## config.mk

```make
export PLATFORM = sky130hd
export DESIGN_NAME = bsfo_unit
export DESIGN_NICKNAME = d
export VERILOG_FILES = /design/src/logic/bsfo_pkg.sv /design/src/logic/bsfo_unit.sv
export SDC_FILE = /design/constraint.sdc
export NUM_CORES = 1
export LEC_CHECK = 0
export BUFFER_PORTS_ARGS = -buffer_cell sky130_fd_sc_hd__buf_4
export CAP_MARGIN = 20
export CORE_MARGIN = 1
export CORE_UTILIZATION = 53
export DETAILED_ROUTE_END_ITERATION = 16
export GPL_TIMING_DRIVEN = 1
export PLACE_DENSITY = 0.9
export SLEW_MARGIN = 5
export SYNTH_ARGS = -nofsm -noshare
export SYNTH_HDL_FRONTEND = slang
export SYNTH_SLANG_ARGS = --single-unit
```

## constraint.sdc

```tcl
create_clock -name SYS_CLK_I -period 2.8 [get_ports SYS_CLK_I]
set_clock_uncertainty 0.15 [all_clocks]
set_input_delay 0 -clock SYS_CLK_I [delete_from_list [all_inputs] [get_ports SYS_CLK_I]]
set_output_delay 0 -clock SYS_CLK_I [all_outputs]
set_load 0.02 [all_outputs]
```

## src/logic/bsfo_pkg.sv

```systemverilog
// Purpose: Shared constants and carriers for the bit, shift and flag unit
// Assumes: 8-bit core, single clock, synchronous active-low reset
// Notes: Flag bit positions follow the usual I T H S V N Z C layout
package bsfo_pkg;

   // ****************************************
   // Widths and flag positions
   // ****************************************
   localparam int DATA_W = 8;
   localparam int SP_W = 8;
   localparam int IO_AW = 5;
   localparam int FLAG_C = 0;
   localparam int FLAG_Z = 1;
   localparam int FLAG_N = 2;
   localparam int FLAG_V = 3;
   localparam int FLAG_S = 4;
   localparam int FLAG_H = 5;
   localparam int FLAG_T = 6;
   localparam int FLAG_I = 7;

   // ****************************************
   // Reset values
   // ****************************************
   localparam logic [7:0] SP_RST = 8'hFF;
   localparam logic [7:0] FLAGS_RST = 8'h00;
   localparam logic [7:0] DATA_RST = 8'h00;

   // ****************************************
   // Operation codes
   // ****************************************
   typedef enum logic [4:0] {
      BSFO_OP_NONE = 5'h00,
      BSFO_OP_STACK_STORE = 5'h01,
      BSFO_OP_STACK_LOAD = 5'h02,
      BSFO_OP_IO_BIT_SET = 5'h03,
      BSFO_OP_IO_BIT_CLEAR = 5'h04,
      BSFO_OP_LOGICAL_LEFT_SHIFT = 5'h05,
      BSFO_OP_LOGICAL_RIGHT_SHIFT = 5'h06,
      BSFO_OP_ROTATE_LEFT_WITH_CARRY = 5'h07,
      BSFO_OP_ROTATE_RIGHT_WITH_CARRY = 5'h08,
      BSFO_OP_ARITH_RIGHT_SHIFT = 5'h09,
      BSFO_OP_NIBBLE_EXCHANGE = 5'h0A,
      BSFO_OP_STATUS_BIT_ASSERT = 5'h0B,
      BSFO_OP_STATUS_BIT_DEASSERT = 5'h0C,
      BSFO_OP_BIT_TO_TRANSFER_FLAG = 5'h0D,
      BSFO_OP_TRANSFER_FLAG_TO_BIT = 5'h0E,
      BSFO_OP_CARRY_FLAG_FORCE_HIGH = 5'h0F,
      BSFO_OP_CARRY_FLAG_FORCE_LOW = 5'h10,
      BSFO_OP_NEGATIVE_FLAG_FORCE_HIGH = 5'h11,
      BSFO_OP_NEGATIVE_FLAG_FORCE_LOW = 5'h12
   } bsfo_op_t;

   // ****************************************
   // Carriers
   // ****************************************
   typedef struct packed {
      logic valid;
      bsfo_op_t op;
      logic [2:0] bit_sel;
      logic [7:0] operand;
      logic [4:0] io_addr;
      logic [7:0] io_data;
      logic [7:0] stack_data;
   } bsfo_req_t;

   typedef struct packed {
      logic rd_we;
      logic [7:0] rd_data;
      logic io_we;
      logic [4:0] io_addr;
      logic [7:0] io_data;
      logic stack_we;
      logic stack_re;
      logic [7:0] stack_addr;
      logic [7:0] stack_data;
   } bsfo_res_t;

   typedef enum logic [1:0] {
      BSFO_ST_IDLE = 2'b00,
      BSFO_ST_LOAD = 2'b01
   } bsfo_state_t;

   typedef struct packed {
      bsfo_state_t st;
      logic [7:0] sp;
      logic [7:0] flags;
      bsfo_res_t res;
   } bsfo_regs_t;

endpackage : bsfo_pkg

```

## src/logic/bsfo_unit.sv

```systemverilog
// Purpose: Execution unit for stack, bit, shift, rotate and flag operations
// Assumes: Decoder presents one request per cycle with operand values read, none writing the destination right after a stack load
// Notes: Results are registered; stack load answers one cycle after the read
//
// Contract
// - Stack store writes the source operand value onto the stack.
// - Stack load returns top stack byte to destination, flags unchanged.
// - I/O bit set forces bit b to one, other bits and flags kept.
// - I/O bit clear forces bit b to zero, other bits and flags kept.
// - Left shift moves bits up, zero into bit 0, updates Z C N V.
// - Right shift moves bits down, zero into bit 7, updates Z C N V.
// - Rotate left: carry into bit 0, bit 7 into carry, updates Z C N V.
// - Rotate right: carry into bit 7, bit 0 into carry, updates Z C N V.
// - Arithmetic right shift keeps bit 7, shifts others down, updates flags.
// - Nibble exchange swaps upper and lower halves, no flag changes.
// - Status bit assert sets selected flag bit only.
// - Status bit deassert clears selected flag bit only.
// - Bit to transfer flag copies operand bit b into T only.
// - Transfer flag to bit copies T into destination bit b.
// - Carry force high sets C, nothing else changes.
// - Carry force low clears C, nothing else changes.
// - Negative force high sets N, nothing else changes.
// - Negative force low clears N, nothing else changes.
//
// Design decisions made here: the plain strobed port and the address map.
`timescale 1ns/1ps
`default_nettype none

module bsfo_unit #(
   parameter logic [7:0] SP_INIT = bsfo_pkg::SP_RST
) (
   input wire logic SYS_CLK_I,                 // Core clock, 25 MHz
   input wire logic RSTN_I,                    // Synchronous reset, active low
   input wire bsfo_pkg::bsfo_req_t REQ_I,      // Operation request from decoder
   output logic RD_WE_O,                       // Destination register write pulse
   output logic [7:0] RD_DATA_O,               // Destination register value
   output logic IO_WE_O,                       // I/O register write pulse
   output logic [4:0] IO_ADDR_O,               // I/O register address
   output logic [7:0] IO_DATA_O,               // I/O register new value
   output logic STACK_WE_O,                    // Stack memory write pulse
   output logic STACK_RE_O,                    // Stack memory read pulse
   output logic [7:0] STACK_ADDR_O,            // Stack memory address
   output logic [7:0] STACK_DATA_O,            // Stack memory write data
   output logic [7:0] SP_O,                    // Current stack pointer
   output logic [7:0] FLAGS_O                  // Flag register contents
);

   // ****************************************
   // State and helpers
   // ****************************************
   bsfo_pkg::bsfo_regs_t q_r;
   bsfo_pkg::bsfo_regs_t q_nxt;

   // Z, N, V and S after a shift with new carry
   function automatic logic [7:0] shift_flags(input logic [7:0] f, input logic [7:0] r, input logic c);
      logic [7:0] o;
      o = f;
      o[bsfo_pkg::FLAG_C] = c;
      o[bsfo_pkg::FLAG_Z] = (r == 8'h00);
      o[bsfo_pkg::FLAG_N] = r[7];
      o[bsfo_pkg::FLAG_V] = r[7] ^ c;
      o[bsfo_pkg::FLAG_S] = r[7] ^ (r[7] ^ c);
      return o;
   endfunction : shift_flags

   // Single-bit write into a byte
   function automatic logic [7:0] put_bit(input logic [7:0] v, input logic [2:0] b, input logic x);
      logic [7:0] o;
      o = v;
      o[b] = x;
      return o;
   endfunction : put_bit

   // ****************************************
   // Next-state logic
   // ****************************************
   always_comb begin
      logic [7:0] d;
      logic [7:0] r;
      logic c;
      d = REQ_I.operand;
      r = 8'h00;
      c = q_r.flags[bsfo_pkg::FLAG_C];
      q_nxt = q_r;
      q_nxt.res.rd_we = 1'b0;
      q_nxt.res.io_we = 1'b0;
      q_nxt.res.stack_we = 1'b0;
      q_nxt.res.stack_re = 1'b0;
      q_nxt.st = bsfo_pkg::BSFO_ST_IDLE;
      // Popped byte arrives in the cycle of the read pulse
      if (q_r.st == bsfo_pkg::BSFO_ST_LOAD) begin
         q_nxt.res.rd_we = 1'b1;
         q_nxt.res.rd_data = REQ_I.stack_data;
      end
      if (REQ_I.valid) begin
         case (REQ_I.op)
            bsfo_pkg::BSFO_OP_STACK_STORE: begin
               q_nxt.res.stack_we = 1'b1;
               q_nxt.res.stack_addr = q_r.sp;
               q_nxt.res.stack_data = d;
               q_nxt.sp = q_r.sp - 8'h01;
            end
            bsfo_pkg::BSFO_OP_STACK_LOAD: begin
               q_nxt.sp = q_r.sp + 8'h01;
               q_nxt.res.stack_re = 1'b1;
               q_nxt.res.stack_addr = q_r.sp + 8'h01;
               q_nxt.st = bsfo_pkg::BSFO_ST_LOAD;
            end
            bsfo_pkg::BSFO_OP_IO_BIT_SET: begin
               q_nxt.res.io_we = 1'b1;
               q_nxt.res.io_addr = REQ_I.io_addr;
               q_nxt.res.io_data = put_bit(REQ_I.io_data, REQ_I.bit_sel, 1'b1);
            end
            bsfo_pkg::BSFO_OP_IO_BIT_CLEAR: begin
               q_nxt.res.io_we = 1'b1;
               q_nxt.res.io_addr = REQ_I.io_addr;
               q_nxt.res.io_data = put_bit(REQ_I.io_data, REQ_I.bit_sel, 1'b0);
            end
            bsfo_pkg::BSFO_OP_LOGICAL_LEFT_SHIFT: begin
               r = {d[6:0], 1'b0};
               c = d[7];
               q_nxt.res.rd_we = 1'b1;
               q_nxt.res.rd_data = r;
               q_nxt.flags = shift_flags(q_r.flags, r, c);
            end
            bsfo_pkg::BSFO_OP_LOGICAL_RIGHT_SHIFT: begin
               r = {1'b0, d[7:1]};
               c = d[0];
               q_nxt.res.rd_we = 1'b1;
               q_nxt.res.rd_data = r;
               q_nxt.flags = shift_flags(q_r.flags, r, c);
            end
            bsfo_pkg::BSFO_OP_ROTATE_LEFT_WITH_CARRY: begin
               r = {d[6:0], q_r.flags[bsfo_pkg::FLAG_C]};
               c = d[7];
               q_nxt.res.rd_we = 1'b1;
               q_nxt.res.rd_data = r;
               q_nxt.flags = shift_flags(q_r.flags, r, c);
            end
            bsfo_pkg::BSFO_OP_ROTATE_RIGHT_WITH_CARRY: begin
               r = {q_r.flags[bsfo_pkg::FLAG_C], d[7:1]};
               c = d[0];
               q_nxt.res.rd_we = 1'b1;
               q_nxt.res.rd_data = r;
               q_nxt.flags = shift_flags(q_r.flags, r, c);
            end
            bsfo_pkg::BSFO_OP_ARITH_RIGHT_SHIFT: begin
               r = {d[7], d[7:1]};
               c = d[0];
               q_nxt.res.rd_we = 1'b1;
               q_nxt.res.rd_data = r;
               q_nxt.flags = shift_flags(q_r.flags, r, c);
            end
            bsfo_pkg::BSFO_OP_NIBBLE_EXCHANGE: begin
               q_nxt.res.rd_we = 1'b1;
               q_nxt.res.rd_data = {d[3:0], d[7:4]};
            end
            bsfo_pkg::BSFO_OP_STATUS_BIT_ASSERT: begin
               q_nxt.flags = put_bit(q_r.flags, REQ_I.bit_sel, 1'b1);
            end
            bsfo_pkg::BSFO_OP_STATUS_BIT_DEASSERT: begin
               q_nxt.flags = put_bit(q_r.flags, REQ_I.bit_sel, 1'b0);
            end
            bsfo_pkg::BSFO_OP_BIT_TO_TRANSFER_FLAG: begin
               q_nxt.flags[bsfo_pkg::FLAG_T] = d[REQ_I.bit_sel];
            end
            bsfo_pkg::BSFO_OP_TRANSFER_FLAG_TO_BIT: begin
               q_nxt.res.rd_we = 1'b1;
               q_nxt.res.rd_data = put_bit(d, REQ_I.bit_sel, q_r.flags[bsfo_pkg::FLAG_T]);
            end
            bsfo_pkg::BSFO_OP_CARRY_FLAG_FORCE_HIGH: begin
               q_nxt.flags[bsfo_pkg::FLAG_C] = 1'b1;
            end
            bsfo_pkg::BSFO_OP_CARRY_FLAG_FORCE_LOW: begin
               q_nxt.flags[bsfo_pkg::FLAG_C] = 1'b0;
            end
            bsfo_pkg::BSFO_OP_NEGATIVE_FLAG_FORCE_HIGH: begin
               q_nxt.flags[bsfo_pkg::FLAG_N] = 1'b1;
            end
            bsfo_pkg::BSFO_OP_NEGATIVE_FLAG_FORCE_LOW: begin
               q_nxt.flags[bsfo_pkg::FLAG_N] = 1'b0;
            end
            default: begin
               q_nxt.st = q_nxt.st;
            end
         endcase
      end
   end

   // ****************************************
   // State register
   // ****************************************
   always_ff @(posedge SYS_CLK_I) begin
      if (!RSTN_I) begin
         q_r.st <= bsfo_pkg::BSFO_ST_IDLE;
         q_r.sp <= SP_INIT;
         q_r.flags <= bsfo_pkg::FLAGS_RST;
         q_r.res <= '0;
      end else begin
         q_r <= q_nxt;
      end
   end

   // Outputs straight from flip-flops
   assign RD_WE_O = q_r.res.rd_we;
   assign RD_DATA_O = q_r.res.rd_data;
   assign IO_WE_O = q_r.res.io_we;
   assign IO_ADDR_O = q_r.res.io_addr;
   assign IO_DATA_O = q_r.res.io_data;
   assign STACK_WE_O = q_r.res.stack_we;
   assign STACK_RE_O = q_r.res.stack_re;
   assign STACK_ADDR_O = q_r.res.stack_addr;
   assign STACK_DATA_O = q_r.res.stack_data;
   assign SP_O = q_r.sp;
   assign FLAGS_O = q_r.flags;

endmodule : bsfo_unit

`default_nettype wire

```

==> impl_metrics.ini <==
[global_route]
grt_max_degree = 31
grt_first_pass_wirelength_um = 20300
grt_overflow = 0
track_usage = 0.362
grt_pass1_vias = 4072
antenna_found_initial = 0

[floorplanning]
die_x_um = 85.0
start_util = 0.562
dieArea_sq_um = 7220
coreArea_sq_um = 6490
ioPinCount = 97
die_h_um = 85.0
fp-row-count = 29

[power]
power_frac_comb = 0.184
power.internal_w = 0.00155
switchingPower_w = 0.000608
p_leak_nw = 2.02
power_frac_clock = 0.424
seqPwrFrac = 0.392
power.share.switching = 0.281
peakVddDrop_v = 0.000369
power_density_nw_per_um2 = 439

[worst_setup_path]
r2r_slack_ns = 0.70
crit_arrival_ns = 2.63
end_kind = flip-flop
start_kind = input pin
path_class = input pin to flip-flop
path_max_fanout = 27
cp_data_required_time_ns = 2.95

[placed_design]
routabilityCongestion = 0.914
dp.cells = 592
port_buffers = 96
hpwl_um = 7890

[yosys]
synth_flop_cell = dfxtp_1
syn_area_sq_um = 3650
yosys_warnings = 0
syn-num-nets = 492
postSynthAreaPerCell_sq_um = 8.16
synth-seq-area-share = 0.313
syn_inst = 447
synth_edf_count = 0
yosys_register_bits = 57
ys_types = 64
ys_async_sr_fraction = 0

[routing]
drtPass1Iterations = 13
drc_errors = 7
drt-total-wl_um = 13100
drt_first_iter_violations = 565
ant_nets = 0
viasPerCell = 6.60
num_vias = 4222
wl_per_cell_um = 20.4

[sta]
period_minus_slack_ns = 2.49
slew_headroom = 0.341
hold_ws_ns = 0.0168
drv_slew = 0
worst_pin_slew_ns = 0.981
setup_violations = 0
post-route-period-util = 0.888
rsz0062_at_grt = false
hold_viol_final = 0
max_freq_mhz = 402
tns_ns = 0

[clock_network]
cts_buffer_depth = 2
worstSkewPairLatency_ns = 0.35
htree_levels = 3
cts_root_buf = clkbuf_8
numCtsBuffers = 9
clock-sinks = 57
clk_pin_slew_ns = 0.07
cts_tree = built

[layout]
syn_to_final_growth_pct = 35.0
diodes = 0
nFillCells = 430
layout-drive-gt1-share = 0.265
multi_input_area_sq_um = 2300
final_util = 0.758
final_nets = 603
final_cell_count_no_fill = 640
regArea_sq_um = 1140

[outcome]
status = complete, but fails checks
failed_checks = DRC

[worst_hold_path]
hold_class = input pin to flip-flop

[run]
drv_cap = 0
==> worst max-delay path: stages <==
cell,delay [ns]
dlygate4sd3_1,0.54
buf_4,0.28
nand2b_1,0.24
nor3_1,0.59
a221oi_1,0.21
a31oi_1,0.20
dlygate4sd3_1,0.55
==> area by class of cell <==
class,instances,share of cell area
repair buffers,138,0.227
clock inverters,4,0.0152
inverters,10,0.00762
clock buffers,12,0.0315
flip-flops and latches,57,0.232
well taps,77,0.0196
multi-input cells,342,0.468
==> per-stage QoR <==
stage / total power, W / setup slack (ns) / instance area, sq um
5_1_grt: 0.00221 / 0.201 / 4930
3_3_place_gp: 0.00120 / 0.728 / 4370
2_1_floorplan: 0.00107 / 0.803 / 3650
4_1_cts: 0.00212 / 0.234 / 4920
3_5_place_dp: 0.00120 / 0.718 / 4370
6_report: 0.00216 / 0.313 / 4930
==> synthesized netlist by cell type (5+ instances only) <==
cell type / n / area, sq um
nor3_1: 14 / 70.1
clkbuf_1: 22 / 82.6
o22ai_1: 5 / 31.3
nand2_1: 30 / 113
nand2b_1: 6 / 37.5
a211oi_1: 12 / 90.1
nor2b_1: 8 / 50.1
inv_1: 9 / 33.8
mux2i_1: 29 / 290
nor2_1: 53 / 199
xnor2_1: 5 / 43.8
buf_2: 9 / 45.0
buf_1: 5 / 18.8
xor2_1: 10 / 87.6
a31oi_1: 8 / 50.1
nor3b_1: 8 / 60.1
dfxtp_1: 57 / 1140
ha_1: 5 / 62.6
o21ai_0: 27 / 135
mux2_2: 13 / 146
nand3_1: 10 / 50.1
a21oi_1: 26 / 130
==> placed cells by master, fill, tap and decap left out, types with 12 or more instances in the layout <==
cell and n:
buf_4 106, dfxtp_1 57, nor2_1 53, dlygate4sd3_1 32, nand2_1 30, mux2i_1 29, o21ai_0 27, a21oi_1 25
nor3_1 14, mux2_2 13, a211oi_1 12
==> layer usage <==
layer | track usage | share of wire | up-vias
li1 | - | - | 1863
met1 | 0.416 | 0.37 | 1956
met2 | 0.597 | 0.48 | 324
met3 | 0.0982 | 0.098 | 79
met4 | 0.227 | 0.055 | 0
met5 | 0 | 0 | -
==> cell families (layout without fill, tap and decap cells) <==
group / Yosys count / after routing / synth area share
flops: 57 / 57 / 0.313
simple gates: 162 / 162 / 0.234
buf+inv: 48 / 164 / 0.0566
fa+ha+maj: 5 / 5 / 0.0171
xor+xnor: 15 / 15 / 0.0360
compound gates: 118 / 118 / 0.224
mux: 42 / 42 / 0.120
==> registers in the layout (all words and copies together) (netlist names), named ones only <==
register / flops
STACK_WE_O: 1
SP_O: 8
IO_DATA_O: 8
IO_WE_O: 1
STACK_ADDR_O: 8
FLAGS_O: 7
IO_ADDR_O: 5
RD_WE_O: 1
STACK_DATA_O: 8
RD_DATA_O: 8
STACK_RE_O: 1
==> power groups by stage <==
stage | Sequential (W) | Clock [W] | Combinational (W)
finish | 0.000847 | 0.000916 | 0.000398
global route | 0.000848 | 0.000942 | 0.000419
CTS | 0.000845 | 0.000891 | 0.000381
detailed placement | 0.000863 | 0 | 0.000340
global placement | 0.000862 | 0 | 0.000335
floorplan | 0.000883 | 0 | 0.000190
==> path summary, 6_finish.rpt <==
check                                     start               to  cells past startpoint
worst min register to register  STACK_ADDR_O[0]  STACK_ADDR_O[0]                      2
worst max-delay path                  REQ_I[35]     RD_DATA_O[1]                      7
worst min-delay path                  REQ_I[32]     RD_DATA_O[7]                      4
worst max register to register       STACK_RE_O     RD_DATA_O[3]                      4
==> timing repair <==
action / CTS / global route
resized for setup: 0 / 1
endpoints found under the setup margin: 0 / 1
hold buffers: 32 / 0
setup buffers: 0 / 0
hold endpoints to repair: 48 / 0
Note: power is estimated with default switching activity, not from simulation.
